--- config.mk ---
export PLATFORM = sky130hd
export DESIGN_NAME = irq_err_report
export DESIGN_NICKNAME = d
export VERILOG_FILES = /design/src/rtl/irq_err_pkg.sv /design/src/rtl/bridge_error_capture.sv /design/src/rtl/irq_err_report.sv
export SDC_FILE = /design/constraint.sdc
export NUM_CORES = 1
export LEC_CHECK = 0
export BUFFER_PORTS_ARGS = -buffer_cell sky130_fd_sc_hd__buf_2
export CORE_ASPECT_RATIO = 0.5
export CORE_MARGIN = 2
export CORE_UTILIZATION = 51
export DETAILED_ROUTE_END_ITERATION = 16
export PLACE_DENSITY = 0.75
export SYNTH_ARGS = -nofsm -noshare
export SYNTH_HDL_FRONTEND = slang
export SYNTH_SLANG_ARGS = --single-unit
--- constraint.sdc ---
create_clock -name clk_sys_i -period 2.7 [get_ports clk_sys_i]
set_input_delay 0.81 -clock clk_sys_i [delete_from_list [all_inputs] [get_ports clk_sys_i]]
set_output_delay 0.81 -clock clk_sys_i [all_outputs]
set_load 0.01 [all_outputs]
--- src/rtl/irq_err_pkg.sv ---
package irq_err_pkg;

   // ==========================================================
   // Bus geometry
   localparam int ADDR_W = 44;                  // Byte address width
   localparam int DATA_W = 64;                  // Register width
   localparam int NUM_CPU = 2;                  // Processors served

   // ==========================================================
   // Register byte addresses
   localparam logic [43:0] REQ0_OFFSET   = 44'h801a0000280;
   localparam logic [43:0] REQ1_OFFSET   = 44'h801a00002c0;
   localparam logic [43:0] MISC_OFFSET   = 44'h801a0000080;
   localparam logic [43:0] BERR_OFFSET   = 44'h801a0000100;
   localparam logic [43:0] ISTAT_OFFSET  = 44'h801a0000140;
   localparam logic [43:0] ICLR_OFFSET   = 44'h801a0000180;
   localparam logic [43:0] IEN_OFFSET    = 44'h801a00001c0;

   // ==========================================================
   // Shared register fields
   localparam int CPU_LSB   = 0;                // Reader number, 2 bits
   localparam int CPU_W     = 2;
   localparam int TIMER_LSB = 4;                // Timer pending, 4 bits
   localparam int TIMER_W   = 4;
   localparam int NXM_BIT   = 28;               // Nonexistent memory flag
   localparam int SRC_LSB   = 29;               // Source, 3 bits
   localparam int SRC_W     = 3;

   // ==========================================================
   // Device interrupt request fields
   localparam int DIR_NXM_BIT  = 63;
   localparam int DIR_BERR_BIT = 62;
   localparam int PCI_IRQ_W    = 56;            // Bits 55:0

   // ==========================================================
   // Bridge error register fields
   localparam int SYND_LSB   = 56;              // Syndrome, 8 bits
   localparam int CMD_LSB    = 52;              // Command, 4 bits
   localparam int INV_BIT    = 51;              // Info not valid
   localparam int ADDR_LSB   = 16;              // Address, 35 bits
   localparam int ERR_BITS_W = 12;              // Error flags 11:0
   localparam int LOST_BIT   = 0;
   localparam int CORR_ECC_BIT   = 11;          // Correctable ECC
   localparam int UNCORR_ECC_BIT = 10;          // Uncorrectable ECC
   // Flags that hardware may set on capture; bit 9 is reserved
   localparam logic [11:0] ERR_EVENT_MASK = 12'hdfe;
   localparam logic [11:0] ERR_CLEAR_MASK = 12'hdff;

   // ECC access kinds carried in the command field
   localparam logic [3:0] CMD_DMA_READ = 4'h0;
   localparam logic [3:0] CMD_DMA_RMW  = 4'h1;
   localparam logic [3:0] CMD_SG_READ  = 4'h3;

   // ==========================================================
   // Interrupt status bit positions
   localparam int EV_TIMER = 0;
   localparam int EV_NXM   = 1;
   localparam int EV_BERR  = 2;
   localparam int EV_LOST  = 3;
   localparam int EV_W     = 4;

   // Reset values
   localparam logic [63:0] RESET_WORD = 64'h0;
   localparam logic [3:0]  RESET_EV   = 4'h0;

   // Error information offered by the bridge with each event
   typedef struct packed {
      logic [7:0]  syndrome;
      logic [3:0]  command;
      logic [34:0] address;
      logic        info_valid;
   } err_info_t;

endpackage : irq_err_pkg

--- src/rtl/bridge_error_capture.sv ---
`timescale 1ns/1ps
`default_nettype none

module bridge_error_capture #(
   parameter bit INV_PRESENT = 1'b1            // Later revision has INV
) (
   input  wire logic                     clk_sys_i,
   input  wire logic                     reset_i,
   input  wire logic [11:0]              err_event_i,
   input  wire irq_err_pkg::err_info_t   err_info_i,
   input  wire logic                     clear_wr_i,
   input  wire logic [11:0]              clear_bits_i,
   output logic      [63:0]              err_reg_o,
   output logic                          frozen_o,
   output logic                          capture_o,
   output logic                          lost_o
);

   // ==========================================================
   // State
   logic [11:0] bits_q,  bits_d;                // Error flags
   logic [7:0]  synd_q;                         // Captured syndrome
   logic [3:0]  cmd_q;                          // Captured command
   logic [34:0] addr_q;                         // Captured address
   logic        inv_q;                          // Info not valid

   // ==========================================================
   // Decode
   wire logic [11:0] ev       = err_event_i & irq_err_pkg::ERR_EVENT_MASK;
   wire logic        any_ev   = |ev;
   wire logic        frozen   = |bits_q;
   wire logic        capture  = any_ev & ~frozen;
   // Frozen or mid-clear: the new error is only counted as lost
   wire logic        lost_set = any_ev & frozen;
   wire logic [11:0] clr      = clear_wr_i ?
                       (clear_bits_i & irq_err_pkg::ERR_CLEAR_MASK) : 12'h000;
   wire logic        is_ecc   = ev[irq_err_pkg::CORR_ECC_BIT] |
                                ev[irq_err_pkg::UNCORR_ECC_BIT];

   // Set beats clear so that an error in the clear cycle survives
   assign bits_d = (bits_q & ~clr) | (capture ? ev : 12'h000) |
                   {11'h000, lost_set};

   // ==========================================================
   // Flag register
   always_ff @(posedge clk_sys_i) begin
      if (reset_i) begin
         bits_q <= irq_err_pkg::RESET_WORD[11:0];
      end else begin
         bits_q <= bits_d;
      end
   end

   // ==========================================================
   // Information capture; held while frozen
   always_ff @(posedge clk_sys_i) begin
      if (reset_i) begin
         synd_q <= 8'h00;
         cmd_q  <= 4'h0;
         addr_q <= 35'h000000000;
         inv_q  <= 1'b0;
      end else if (capture) begin
         // Syndrome only means something for ECC errors
         synd_q <= is_ecc ? err_info_i.syndrome : 8'h00;
         cmd_q  <= err_info_i.command;
         // ECC errors report a quadword address
         addr_q <= is_ecc ? {err_info_i.address[34:3], 3'h0}
                          : err_info_i.address;
         // Older revision reads this bit as zero
         inv_q  <= INV_PRESENT & ~err_info_i.info_valid;
      end
   end

   // Reserved bits 15:12 read as zero
   assign err_reg_o = {synd_q, cmd_q, inv_q, addr_q, 4'h0, bits_q};
   assign frozen_o  = frozen;
   assign capture_o = capture;
   assign lost_o    = lost_set;
endmodule : bridge_error_capture

`default_nettype wire

--- src/rtl/irq_err_report.sv ---
// Our own choice: the address-and-strobe port.
`timescale 1ns/1ps
`default_nettype none

// Notes on behaviour
// - Timer pending bits 7:4, write one clears
// - Bits 1:0 return the reading CPU number
// - Two read-only request registers, one per CPU
// - Bit 63 nonexistent memory, bit 62 bridge error
// - Bits 55:0 PCI pending, 61:56 read zero
// - Any error flag set freezes bridge register
// - While frozen only bit 0 may newly set
// - Capture info into 63:16 when error sets
// - Set info-not-valid on capture when info invalid; software honours it
// - Info-not-valid meaningful with flags; older revision zero
// - Syndrome held for correctable or uncorrectable ECC
// - Command field; ECC access kind encodings
// - Lost bit sets on error after freeze
// - Nonexistent memory flag drives bit 63, locks source
module irq_err_report #(
   parameter bit INV_PRESENT = 1'b1             // Later revision has INV
) (
   input  wire logic                     clk_sys_i,
   input  wire logic                     reset_i,
   input  wire logic [43:0]              reg_addr_i,
   input  wire logic [63:0]              reg_wdata_i,
   input  wire logic                     reg_wr_i,
   input  wire logic                     reg_rd_i,
   input  wire logic [1:0]               reg_cpu_i,
   output logic      [63:0]              reg_rdata_o,
   input  wire logic [3:0]               timer_tick_i,
   input  wire logic                     nxm_detect_i,
   input  wire logic [2:0]               nxm_source_i,
   input  wire logic [11:0]              err_event_i,
   input  wire irq_err_pkg::err_info_t   err_info_i,
   input  wire logic                     bridge1_error_i,
   input  wire logic [55:0]              pci_irq_cpu0_i,
   input  wire logic [55:0]              pci_irq_cpu1_i,
   output logic      [3:0]               timer_irq_pending_o,
   output logic      [1:0]               error_interrupt_line_o,
   output logic      [1:0]               pci_interrupt_line_o,
   output logic                          irq_o
);

   // ==========================================================
   // Address decode
   wire logic hit_misc = reg_addr_i == irq_err_pkg::MISC_OFFSET;
   wire logic hit_req0 = reg_addr_i == irq_err_pkg::REQ0_OFFSET;
   wire logic hit_req1 = reg_addr_i == irq_err_pkg::REQ1_OFFSET;
   wire logic hit_berr = reg_addr_i == irq_err_pkg::BERR_OFFSET;
   wire logic hit_stat = reg_addr_i == irq_err_pkg::ISTAT_OFFSET;
   wire logic hit_clr  = reg_addr_i == irq_err_pkg::ICLR_OFFSET;
   wire logic hit_en   = reg_addr_i == irq_err_pkg::IEN_OFFSET;

   // Write strobes per register; the request and status registers take none
   wire logic wr_misc = reg_wr_i & hit_misc;
   wire logic wr_berr = reg_wr_i & hit_berr;
   wire logic wr_clr  = reg_wr_i & hit_clr;
   wire logic wr_en   = reg_wr_i & hit_en;

   // ==========================================================
   // Shared register state
   logic [3:0] timer_q, timer_d;                // Interval timer pending
   logic       nxm_q,   nxm_d;                  // Nonexistent memory
   logic [2:0] src_q,   src_d;                  // Source of that access

   wire logic [3:0] timer_clr = wr_misc ?
        reg_wdata_i[irq_err_pkg::TIMER_LSB +: irq_err_pkg::TIMER_W] : 4'h0;
   wire logic       nxm_clr   = wr_misc & reg_wdata_i[irq_err_pkg::NXM_BIT];

   // Set beats clear: a tick in the clearing cycle is not lost
   assign timer_d = (timer_q & ~timer_clr) | timer_tick_i;
   assign nxm_d   = nxm_detect_i | (nxm_q & ~nxm_clr);
   // Source is frozen for as long as the flag stands
   assign src_d   = (!nxm_q && nxm_detect_i) ? nxm_source_i : src_q;

   // ==========================================================
   // Shared register flops
   always_ff @(posedge clk_sys_i) begin
      if (reset_i) begin
         timer_q <= irq_err_pkg::RESET_EV;
         nxm_q   <= 1'b0;
         src_q   <= 3'h0;
      end else begin
         timer_q <= timer_d;
         nxm_q   <= nxm_d;
         src_q   <= src_d;
      end
   end

   // Timer lines follow the pending bits directly
   assign timer_irq_pending_o = timer_q;

   // ==========================================================
   // Bridge error register
   logic [63:0] berr_word;                      // Read view
   logic        berr_frozen;                    // Any flag set
   logic        berr_capture;                   // New error taken
   logic        berr_lost;                      // Error dropped

   bridge_error_capture #(
      .INV_PRESENT (INV_PRESENT)
   ) u_capture (
      .clk_sys_i    (clk_sys_i),
      .reset_i      (reset_i),
      .err_event_i  (err_event_i),
      .err_info_i   (err_info_i),
      .clear_wr_i   (wr_berr),
      .clear_bits_i (reg_wdata_i[11:0]),
      .err_reg_o    (berr_word),
      .frozen_o     (berr_frozen),
      .capture_o    (berr_capture),
      .lost_o       (berr_lost)
   );

   // Second bridge error arrives on a pin: two flops first
   logic b1_meta_q;
   logic b1_sync_q;

   always_ff @(posedge clk_sys_i) begin
      if (reset_i) begin
         b1_meta_q <= 1'b0;
         b1_sync_q <= 1'b0;
      end else begin
         b1_meta_q <= bridge1_error_i;
         b1_sync_q <= b1_meta_q;
      end
   end

   // Either bridge raises the shared error bit
   wire logic bridge_err = berr_frozen | b1_sync_q;

   // ==========================================================
   // Per-CPU request registers and interrupt lines
   logic [55:0] pci_pin   [irq_err_pkg::NUM_CPU];
   logic [63:0] dir_word  [irq_err_pkg::NUM_CPU];
   logic [1:0]  err_line_q;                     // Error line flops
   logic [1:0]  pci_line_q;                     // PCI line flops

   assign pci_pin[0] = pci_irq_cpu0_i;
   assign pci_pin[1] = pci_irq_cpu1_i;

   for (genvar g = 0; g < irq_err_pkg::NUM_CPU; g++) begin : g_cpu
      logic [55:0] meta_q;                      // First sync stage
      logic [55:0] sync_q;                      // Second sync stage

      // Pending lines come from outside: resynchronise
      always_ff @(posedge clk_sys_i) begin
         if (reset_i) begin
            meta_q <= 56'h0;
            sync_q <= 56'h0;
         end else begin
            meta_q <= pci_pin[g];
            sync_q <= meta_q;
         end
      end

      // Reserved 61:56 read as zero
      assign dir_word[g] = {nxm_q, bridge_err, 6'h00, sync_q};

      // Lines lag the bits by one cycle so outputs come from flops
      always_ff @(posedge clk_sys_i) begin
         if (reset_i) begin
            err_line_q[g] <= 1'b0;
            pci_line_q[g] <= 1'b0;
         end else begin
            err_line_q[g] <= nxm_q | bridge_err;
            pci_line_q[g] <= |sync_q;
         end
      end
   end

   assign error_interrupt_line_o = err_line_q;
   assign pci_interrupt_line_o   = pci_line_q;

   // ==========================================================
   // Block interrupt: sticky status, enable, write-one clear
   logic [3:0] stat_q, stat_d;                  // Sticky events
   logic [3:0] en_q;                            // Enables
   logic       irq_q;                           // Level output

   wire logic [3:0] ev_now = {berr_lost, berr_capture,
                              nxm_detect_i & ~nxm_q, |timer_tick_i};
   wire logic [3:0] ev_clr = wr_clr ? reg_wdata_i[3:0] : 4'h0;

   // An event in the clearing cycle keeps its bit
   assign stat_d = ev_now | (stat_q & ~ev_clr);

   always_ff @(posedge clk_sys_i) begin
      if (reset_i) begin
         stat_q <= irq_err_pkg::RESET_EV;
         en_q   <= irq_err_pkg::RESET_EV;
         irq_q  <= 1'b0;
      end else begin
         stat_q <= stat_d;
         if (wr_en) begin
            en_q <= reg_wdata_i[3:0];
         end
         irq_q  <= |(stat_q & en_q);
      end
   end

   assign irq_o = irq_q;

   // ==========================================================
   // Read path
   // Unused shared fields read as zero; CPU number is the reader's
   wire logic [63:0] misc_word = {32'h0, src_q, nxm_q, 20'h00000,
                                  timer_q, 2'b00, reg_cpu_i};
   wire logic [63:0] rd_word =
        hit_misc ? misc_word :
        hit_req0 ? dir_word[0] :
        hit_req1 ? dir_word[1] :
        hit_berr ? berr_word :
        hit_stat ? {60'h0, stat_q} :
        hit_en   ? {60'h0, en_q} :
                   irq_err_pkg::RESET_WORD;     // Unmapped or clear

   logic [63:0] rdata_q;                        // Data the cycle after

   // Data stand only in the cycle after the strobe, zero otherwise
   always_ff @(posedge clk_sys_i) begin
      if (reset_i) begin
         rdata_q <= irq_err_pkg::RESET_WORD;
      end else begin
         rdata_q <= reg_rd_i ? rd_word : irq_err_pkg::RESET_WORD;
      end
   end

   assign reg_rdata_o = rdata_q;
endmodule : irq_err_report

`default_nettype wire

==> impl_metrics.toml, run 1 <==
[placed_design]
gp_congestion = 0.872
placed_area_um2 = 14400
hpwl_um = 24600
port-buffer-count = 313

[timing]
setup_viol = 0
worst_pin_slew_ps = 1180
slew_headroom_pct = 21.4
drv_slew = 0
finalClockSkew_ps = 9.35
period_needed_ps = 2220
fmax_ghz = 0.451
fin_crit_sh_pct = 82.1
rsz0062_at_grt = "no"
finalHoldViolCount = 0

[power_and_ir_drop]
power.density_nw_per_um2 = 816
p_leak_nw = 6.38
vdd_drop_max_mv = 0.510
power_mw = 12.5

[routing]
ant_nets = 0
dr.pass1.iters = 5
drt_wl_total_um = 34100
wl_per_cell_um = 18.0
viasPerCell = 5.27
drtIter0Drc = 790
drc_errors = 0
vias = 9987

[floorplan]
die_area_um2 = 25500
die_w_um = 224
start_util_pct = 51.7
die_h_um = 114
io_pins = 368
rows = 40
core-area_um2 = 23900

[logic_synthesis]
synthDistinctLibCells = 47
syn-instance-count = 1248
synth_top_cell_area_share_pct = 59.9
yosysWarnings = 0
ys_ff_latch = 369
avgSynthCellArea_um2 = 9.89
yosys-top-cells-area = "dfxtp_1, nor2b_1, nand2_1"
ys_seq_area_share_pct = 59.9
yosys.area.top_type = "dfxtp_1"
syn_nets = 1543
synth.cell_area_um2 = 12300

[clock_tree]
ctsLongestPathBuffers = 3
htreeDepth = 1
hold_buffers = 0
cts_tree = "yes"
clk_pin_slew_ps = 70
clockRootBuffer = "clkbuf_16"
post_cts_buffers = 0
cts.sinks = 369
ctsResizeCount = 0
cts_inserted_buffers = 31
clkLatencyLatePin_ps = 570

[finish]
fin_nets = 1843
drive_above_1_share_pct = 27.3
final_cell_area_um2 = 15400
seqCellArea_um2 = 7390
synthToLayoutAreaGrowth_pct = 24.7
n_fill_cell = 1970
multi_input_area_um2 = 4620

[global_route]
antenna_found_initial = 9
grt-busiest-layer = "met2"
grt_pass1_vias = 9659
met2_usage_pct = 42.0
grt_overflow = 0
grt_max_degree = 296
track_usage_pct = 25.7
grt_pass1_wl_um = 50800
met1_usage_pct = 34.1
grt_util_met3_pct = 4.51

[worst_setup_path]
worstPathArrival_ps = 2670
r2r_end = "u_capture.addr_q[27]"
critical_path_class = "primary input to register"
start_kind = "primary input"
cp.required_ps = 3150
r2r_start = "u_capture.bits_q[2]"
reg2reg_slack_ps = 620
crit_path_start = "reg_addr_i[39]"
end_kind = "register"
crit_fanout = 9
crit_path_end = "reg_rdata_o[6]"
reg2reg_depth = 7

[status]
status = "completed"

[worst_hold_path]
hp-class = "primary input to register"

[flow_run]
maxCapViolations = 0
## report_power, final
group	internal [mW]	leakage, nW	switching (mW)
Clock	2.39	0.486	1.96
Combinational	0.750	2.86	1.15
Sequential	5.99	3.03	0.316
Total	9.12	6.38	3.42
## sequential cells by signal (all words and copies together) (netlist names), 2 cells and up
| name | cells |
|---|---|
| stat_q | 4 |
| src_q | 3 |
| u_capture.bits_q | 11 |
| u_capture.cmd_q | 4 |
| u_capture.addr_q | 35 |
| u_capture.synd_q | 8 |
| g_cpu.meta_q | 112 |
| pci_interrupt_line_o | 2 |
| en_q | 4 |
| reg_rdata_o | 64 |
| g_cpu.sync_q | 112 |
| timer_irq_pending_o | 4 |
## layer usage
metal	up-vias	share of wire [%]
li1	4823	-
met1	4749	45
met2	356	46
met3	59	6.3
met4	0	3.0
met5	-	0
## layout make-up
| cell class | count | share of cell area (%) |
|---|---|---|
| antenna | 9 | 0.146 |
| tap | 315 | 2.56 |
| multi-input combinational | 794 | 30.0 |
| timing repair buffer | 349 | 12.7 |
| clock buffer | 51 | 6.12 |
| inverter | 3 | 0.0732 |
| sequential | 369 | 48.0 |
| clock inverter | 5 | 0.333 |
## worst max-delay path, cell delays in order
cell and delay, ps:
buf_2 100, nor4_2 360, nand3_2 290, or2_1 440, buf_4 210, nor4_1 330, o31ai_1 120
## cell usage in the layout (no fill, tap or decap), types with 10 or more instances in the layout
| cell | synthesis | layout |
|---|---|---|
| nor2b_1 | 232 | 232 |
| buf_2 | 7 | 312 |
| o21ai_0 | 40 | 40 |
| dfxtp_1 | 369 | 369 |
| nand2b_1 | 12 | 12 |
| nand3_1 | 16 | 16 |
| buf_4 | 1 | 27 |
| nor4_1 | 43 | 43 |
| a211oi_1 | 41 | 41 |
| nand4_1 | 10 | 10 |
| nand2_1 | 152 | 150 |
| a21oi_1 | 62 | 62 |
| nor3_1 | 12 | 12 |
| nor2_1 | 73 | 72 |
| clkbuf_1 | 66 | 11 |
| clkbuf_16 | 0 | 31 |
| a22oi_1 | 18 | 18 |
## how the worst min path moves through the flow
stage / start / endpoint / slack (ps) / cells after the start
floorplan: b1_meta_q / b1_sync_q / 410 / 1
global placement: g_cpu[0].meta_q[53] / g_cpu[0].sync_q[53] / 420 / 1
detailed placement: g_cpu[0].meta_q[30] / g_cpu[0].sync_q[30] / 420 / 1
CTS: err_info_i[0] / u_capture.inv_q / 390 / 2
global route: err_info_i[0] / u_capture.inv_q / 400 / 2
finish: err_info_i[0] / u_capture.inv_q / 410 / 2
## synthesized netlist by cell type (all sizes together)
library cell,n
nor4,52
o21ai,43
mux2,4
nand2,152
mux2i,9
nor2,75
and2,2
inv,2
clkinv,1
nand2b,12
a211oi,41
nor3,13
a311oi,1
nor3b,1
o22ai,2
nor2b,232
nor4b,5
nand4,11
or4,1
and4,1
a32oi,5
a21oi,62
dfxtp,369
buf,16
clkbuf,66
a22oi,18
or2,3
and3,7
a31o,6
nand3,17
a31oi,4
o31ai,9
o41ai,4
a221oi,2
## stage by stage
stage,TNS [ps],utilization (%),cells,worst slack (ps),hold slack (ps)
3_5_place_dp,-232,60.2,1830,-69.9,420
6_report,0,64.4,1895,483,407
3_3_place_gp,0,60.2,1830,34.7,419
2_1_floorplan,0,-,1248,263,414
4_1_cts,0,64.4,1886,523,387
5_1_grt,0,64.4,1895,348,400
## cell families (layout without fill, tap and decap cells)
family,Yosys count,count (layout),share of synthesized area [%]
AOI/OAI and AO/OA,197,197,9.98
buffers and inverters,85,408,2.87
DFF,369,369,59.9
muxes,13,13,1.10
other,0,9,0
and+or+nand+nor,584,584,26.2
(Power assumes the default switching activity.)
==> run 2, diff against run 1 <==
Clock period 2.7 ns to 2.3 ns, I/O delays scaled along.
==> run 2 against run 1 <==
Clock power increased by 19%. Critical path depth unchanged. Power rose by 18%.
==> impl_metrics.toml, run 2 (synthesis gave the netlist of run 1 again) <==
[status]
status = "completed"

[routing]
vias = 10009
drtIter0Drc = 737
ant_nets = 0
viasPerCell = 5.25
drc_errors = 0
drt_wl_total_um = 34200
dr.pass1.iters = 5
wl_per_cell_um = 17.9

[global_route]
grt_overflow = 0
grt_pass1_vias = 9667
grt_pass1_wl_um = 51800
antenna_found_initial = 7
grt_max_degree = 257
track_usage_pct = 26.3

[clock_tree]
hold_buffers = 0
ctsResizeCount = 0
clk_pin_slew_ps = 60
clockRootBuffer = "clkbuf_16"
htreeDepth = 1
post_cts_buffers = 0
cts_inserted_buffers = 31
cts.sinks = 369
cts_tree = "yes"
ctsLongestPathBuffers = 3
clkLatencyLatePin_ps = 570

[timing]
setup_viol = 0
fin_crit_sh_pct = 88.3
finalClockSkew_ps = 10.7
rsz0062_at_grt = "no"
period_needed_ps = 2030
drv_slew = 0
timing.hold.ws_ps = 290
fmax_ghz = 0.493
worst_pin_slew_ps = 1240
finalHoldViolCount = 0
slew_headroom_pct = 17.2

[power_and_ir_drop]
swShare_pct = 27.0
vdd_drop_max_mv = 0.606
internal_power_mw = 10.8
p_switching_mw = 4.00
p_leak_nw = 6.49
pwr-share-seq_pct = 49.9
p_comb_share_pct = 15.1
power.density_nw_per_um2 = 953
power_mw = 14.8
clock_power_share_pct = 34.9

[worst_setup_path]
critical_path_class = "primary input to register"
cp.required_ps = 2740
critical_path.max_stage_delay_ps = 440
crit_slowest_cell = "or2_1"
end_kind = "register"
crit_chain = "buf_2, nor4b_4, nand3_2, or2_1, buf_4, nor4_1, o31ai_1"
start_kind = "primary input"
worstPathArrival_ps = 2470
crit_fanout = 9

[placed_design]
gp_congestion = 0.877
hpwl_um = 25200
port-buffer-count = 313

[floorplan]
io_pins = 368
die_h_um = 114
rows = 40
start_util_pct = 51.7
die_w_um = 224
die_area_um2 = 25500
core-area_um2 = 23900

[worst_hold_path]
hp-class = "primary input to register"

[finish]
final_util_pct = 65.2
final_cell_mix = "dfxtp_1, buf_2, nor2b_1"
fin_nets = 1860
layout_commonest_cell = "dfxtp_1"
drive_above_1_share_pct = 28.3
synthToLayoutAreaGrowth_pct = 26.1

[flow_run]
maxCapViolations = 0
run 2: cell count changes in the layout (fill, tap and decap cells not counted), moves of 2 or more:
cell / previous run / this run
nor4b_2: 2 / 0
clkbuf_1: 11 / 6
diode_2: 9 / 6
buf_4: 27 / 43
clkinv_2: 1 / 4
nor4b_4: 2 / 4
run 2: per-stage QoR:
step	TNS, ps	area [um^2]	cells	worst slack [ps]
after floorplan	0	12400	1248	13.5
after global placement	-9010	14500	1847	-179
after detailed placement	-10990	14500	1847	-234
after CTS	0	15500	1901	305
after global routing	0	15600	1907	171
final	0	15600	1907	270
run 2: layer usage:
| metal | share of wire [%] | GRT usage (%) | vias to the layer above |
|---|---|---|---|
| met5 | 0.038 | 0 | - |
| met2 | 46 | 43.3 | 373 |
| met4 | 2.8 | 8.53 | 2 |
| met1 | 44 | 36.1 | 4722 |
| li1 | - | - | 4849 |
| met3 | 6.8 | 3.89 | 63 |
run 2: layout make-up:
type	count	area, um^2
clock inverter	8	86.3
multi-input combinational	794	4640
fill	1986	8310
antenna	6	15.0
inverter	3	11.3
tap	315	394
clock buffer	46	922
sequential	369	7390
timing repair buffer	366	2100
run 2: critical path: cells and delay by family:
kind | cells | cell delay (ps)
AO/OA/AOI/OAI | 1 | 140
buffers and inverters | 2 | 330
AND/OR/NAND/NOR | 4 | 1310
run 2: power groups by stage:
stage | clock network (mW) | registers [mW] | logic (mW)
after floorplan | 0 | 7.39 | 1.41
after global placement | 0 | 7.50 | 2.19
after detailed placement | 0 | 7.53 | 2.25
after CTS | 5.25 | 7.39 | 2.26
after global routing | 5.55 | 7.46 | 2.47
final | 5.18 | 7.40 | 2.24
run 2: worst paths after layout:
kind | from | endpoint | slack, ps | cells after the start
worst max-delay path | reg_addr_i[30] | reg_rdata_o[31] | 270 | 7
worst min-delay path | err_info_i[0] | u_capture.inv_q | 290 | 2
worst max register to register | u_capture.bits_q[2] | u_capture.addr_q[1] | 500 | 6
worst min register to register | g_cpu[1].meta_q[5] | g_cpu[1].sync_q[5] | 430 | 1
==> run 3, diff against run 2 <==
==> constraint.sdc (replaced) <==
create_clock -name clk_sys_i -period 2.3 [get_ports clk_sys_i]
set_input_delay 0.115 -clock clk_sys_i [delete_from_list [all_inputs] [get_ports clk_sys_i]]
set_output_delay 0.115 -clock clk_sys_i [all_outputs]
set_load 0.01 [all_outputs]
==> run 3 against run 2 <==
Clock skew is 3.3 ps higher. Critical path depth stayed put. Combinational power is 15% higher. Global-route usage is 3.5 points higher. Utilization is 7.2 points higher.
==> impl_metrics.toml, run 3 (synthesis gave the netlist of run 1 again) <==
[worst_hold_path]
hp-class = "primary input to register"

[placed_design]
port-buffer-count = 313
hpwl_um = 24800
gp_congestion = 0.885

[routing]
drt_wl_total_um = 38700
dr.pass1.iters = 5
wl_per_cell_um = 18.6
vias = 11103
drtIter0Drc = 989
drc_errors = 0
viasPerCell = 5.33
ant_nets = 0

[finish]
drive_above_1_share_pct = 23.8
synthToLayoutAreaGrowth_pct = 40.0
n_fill_cell = 1686
layout_commonest_cell = "dfxtp_1"
fin_nets = 2039
final_cell_mix = "dfxtp_1, buf_2, nor2b_1"

[worst_setup_path]
reg2reg_slack_ps = 210
r2r_end = "u_capture.bits_q[4]"
crit_path_start = "reg_addr_i[30]"
r2r_start = "u_capture.bits_q[2]"
cp.required_ps = 2770
cpLargestDelayFamily = "simple AND/OR/NAND/NOR gates"
end_kind = "register"
reg2reg_depth = 6
worstPathArrival_ps = 2620
critical_path_cell_count = 7
start_kind = "primary input"
crit_fanout = 15
critical_path_class = "primary input to register"
crit_path_end = "u_capture.bits_q[4]"
critPathBufInv = 2
critical_path.max_stage_delay_ps = 580
crit_slowest_cell = "dlygate4sd3_1"
crit_chain = "buf_2, nor4b_2, nand3_2, or2_1, o41ai_1, a21oi_1, dlygate4sd3_1"

[timing]
finalHoldViolCount = 0
worst_pin_slew_ps = 1200
slew_headroom_pct = 20.0
finalClockSkew_ps = 14.0
fin_crit_sh_pct = 93.8
timing.setup.tns_ps = 0
timing.hold.ws_ps = 49.7
rsz0062_at_grt = "no"
setup_viol = 0
period_needed_ps = 2160
fmax_ghz = 0.463
drv_slew = 0

[global_route]
grt_overflow = 0
grt_pass1_vias = 11169
antenna_found_initial = 3
grt_pass1_wl_um = 59000
grt_max_degree = 264
track_usage_pct = 29.8

[clock_tree]
clk_pin_slew_ps = 70
cts_tree = "yes"
post_cts_buffers = 0
ctsLongestPathBuffers = 3
clockRootBuffer = "clkbuf_16"
htreeDepth = 1
cts_inserted_buffers = 31
hold_buffers = 206
ctsResizeCount = 0
clkLatencyLatePin_ps = 580
cts.sinks = 369

[power_and_ir_drop]
vdd_drop_max_mv = 0.660
power.density_nw_per_um2 = 867
p_leak_nw = 7.18

[floorplan]
start_util_pct = 51.7
die_h_um = 114
core-area_um2 = 23900
io_pins = 368
die_area_um2 = 25500
die_w_um = 224
rows = 40

[flow_run]
maxCapViolations = 0

[status]
status = "completed"
[run 3: cell count changes in the layout (fill, tap and decap cells not counted), moves of 3 or more]
cell,before,now
clkinv_2,4,7
buf_4,43,21
buf_12,10,5
clkbuf_8,9,6
diode_2,6,3
dlygate4sd3_1,0,206
[run 3: worst min-delay path by stage]
stage,start,endpoint,cells past startpoint
2_1_floorplan,err_info_i[0],u_capture.inv_q,1
3_3_place_gp,err_info_i[0],u_capture.inv_q,2
3_5_place_dp,err_info_i[0],u_capture.inv_q,2
4_1_cts,reg_wr_i,stat_q[0],4
5_1_grt,reg_wr_i,stat_q[1],4
6_report,reg_wr_i,stat_q[0],4
[run 3: final cells by class]
class | instances | area [um^2] | share of cell area [%]
inverters | 3 | 11.3 | 0.0652
clock buffers | 45 | 888 | 5.14
flip-flops and latches | 369 | 7390 | 42.8
diodes | 3 | 7.51 | 0.0435
clock inverters | 10 | 70.1 | 0.406
multi-input cells | 794 | 4620 | 26.7
well taps | 315 | 394 | 2.28
repair buffers | 545 | 3900 | 22.6
[run 3: worst min-delay path: stages]
cell and delay (ps):
buf_2 170, nand3_1 100, o31ai_1 70, a21oi_1 130
[run 3: power breakdown]
part	total (mW)	switching [mW]	internal, mW	leakage [nW]
sequential	7.40	0.373	7.03	3.03
clock	5.01	2.33	2.69	0.472
combinational	2.57	1.45	1.12	3.68
[run 3: metrics by stage]
step / worst slack, ps / power [mW] / instance area [um^2] / util [%] / cells
2_1_floorplan: 558 / 8.79 / 12300 / - / 1248
3_3_place_gp: 196 / 9.63 / 14200 / 59.7 / 1820
3_5_place_dp: 135 / 9.69 / 14200 / 59.7 / 1820
4_1_cts: 206 / 15.0 / 17300 / 72.3 / 2081
5_1_grt: 44.5 / 15.6 / 17300 / 72.4 / 2084
6_report: 142 / 15.0 / 17300 / 72.4 / 2084
[run 3: per-layer routing]
layer	global-route usage [%]	share of wire (%)	up-vias
li1	-	-	5203
met4	11.8	4.0	0
met3	4.97	7.0	123
met1	37.5	41	5284
met2	51.7	48	493
met5	0	0	-
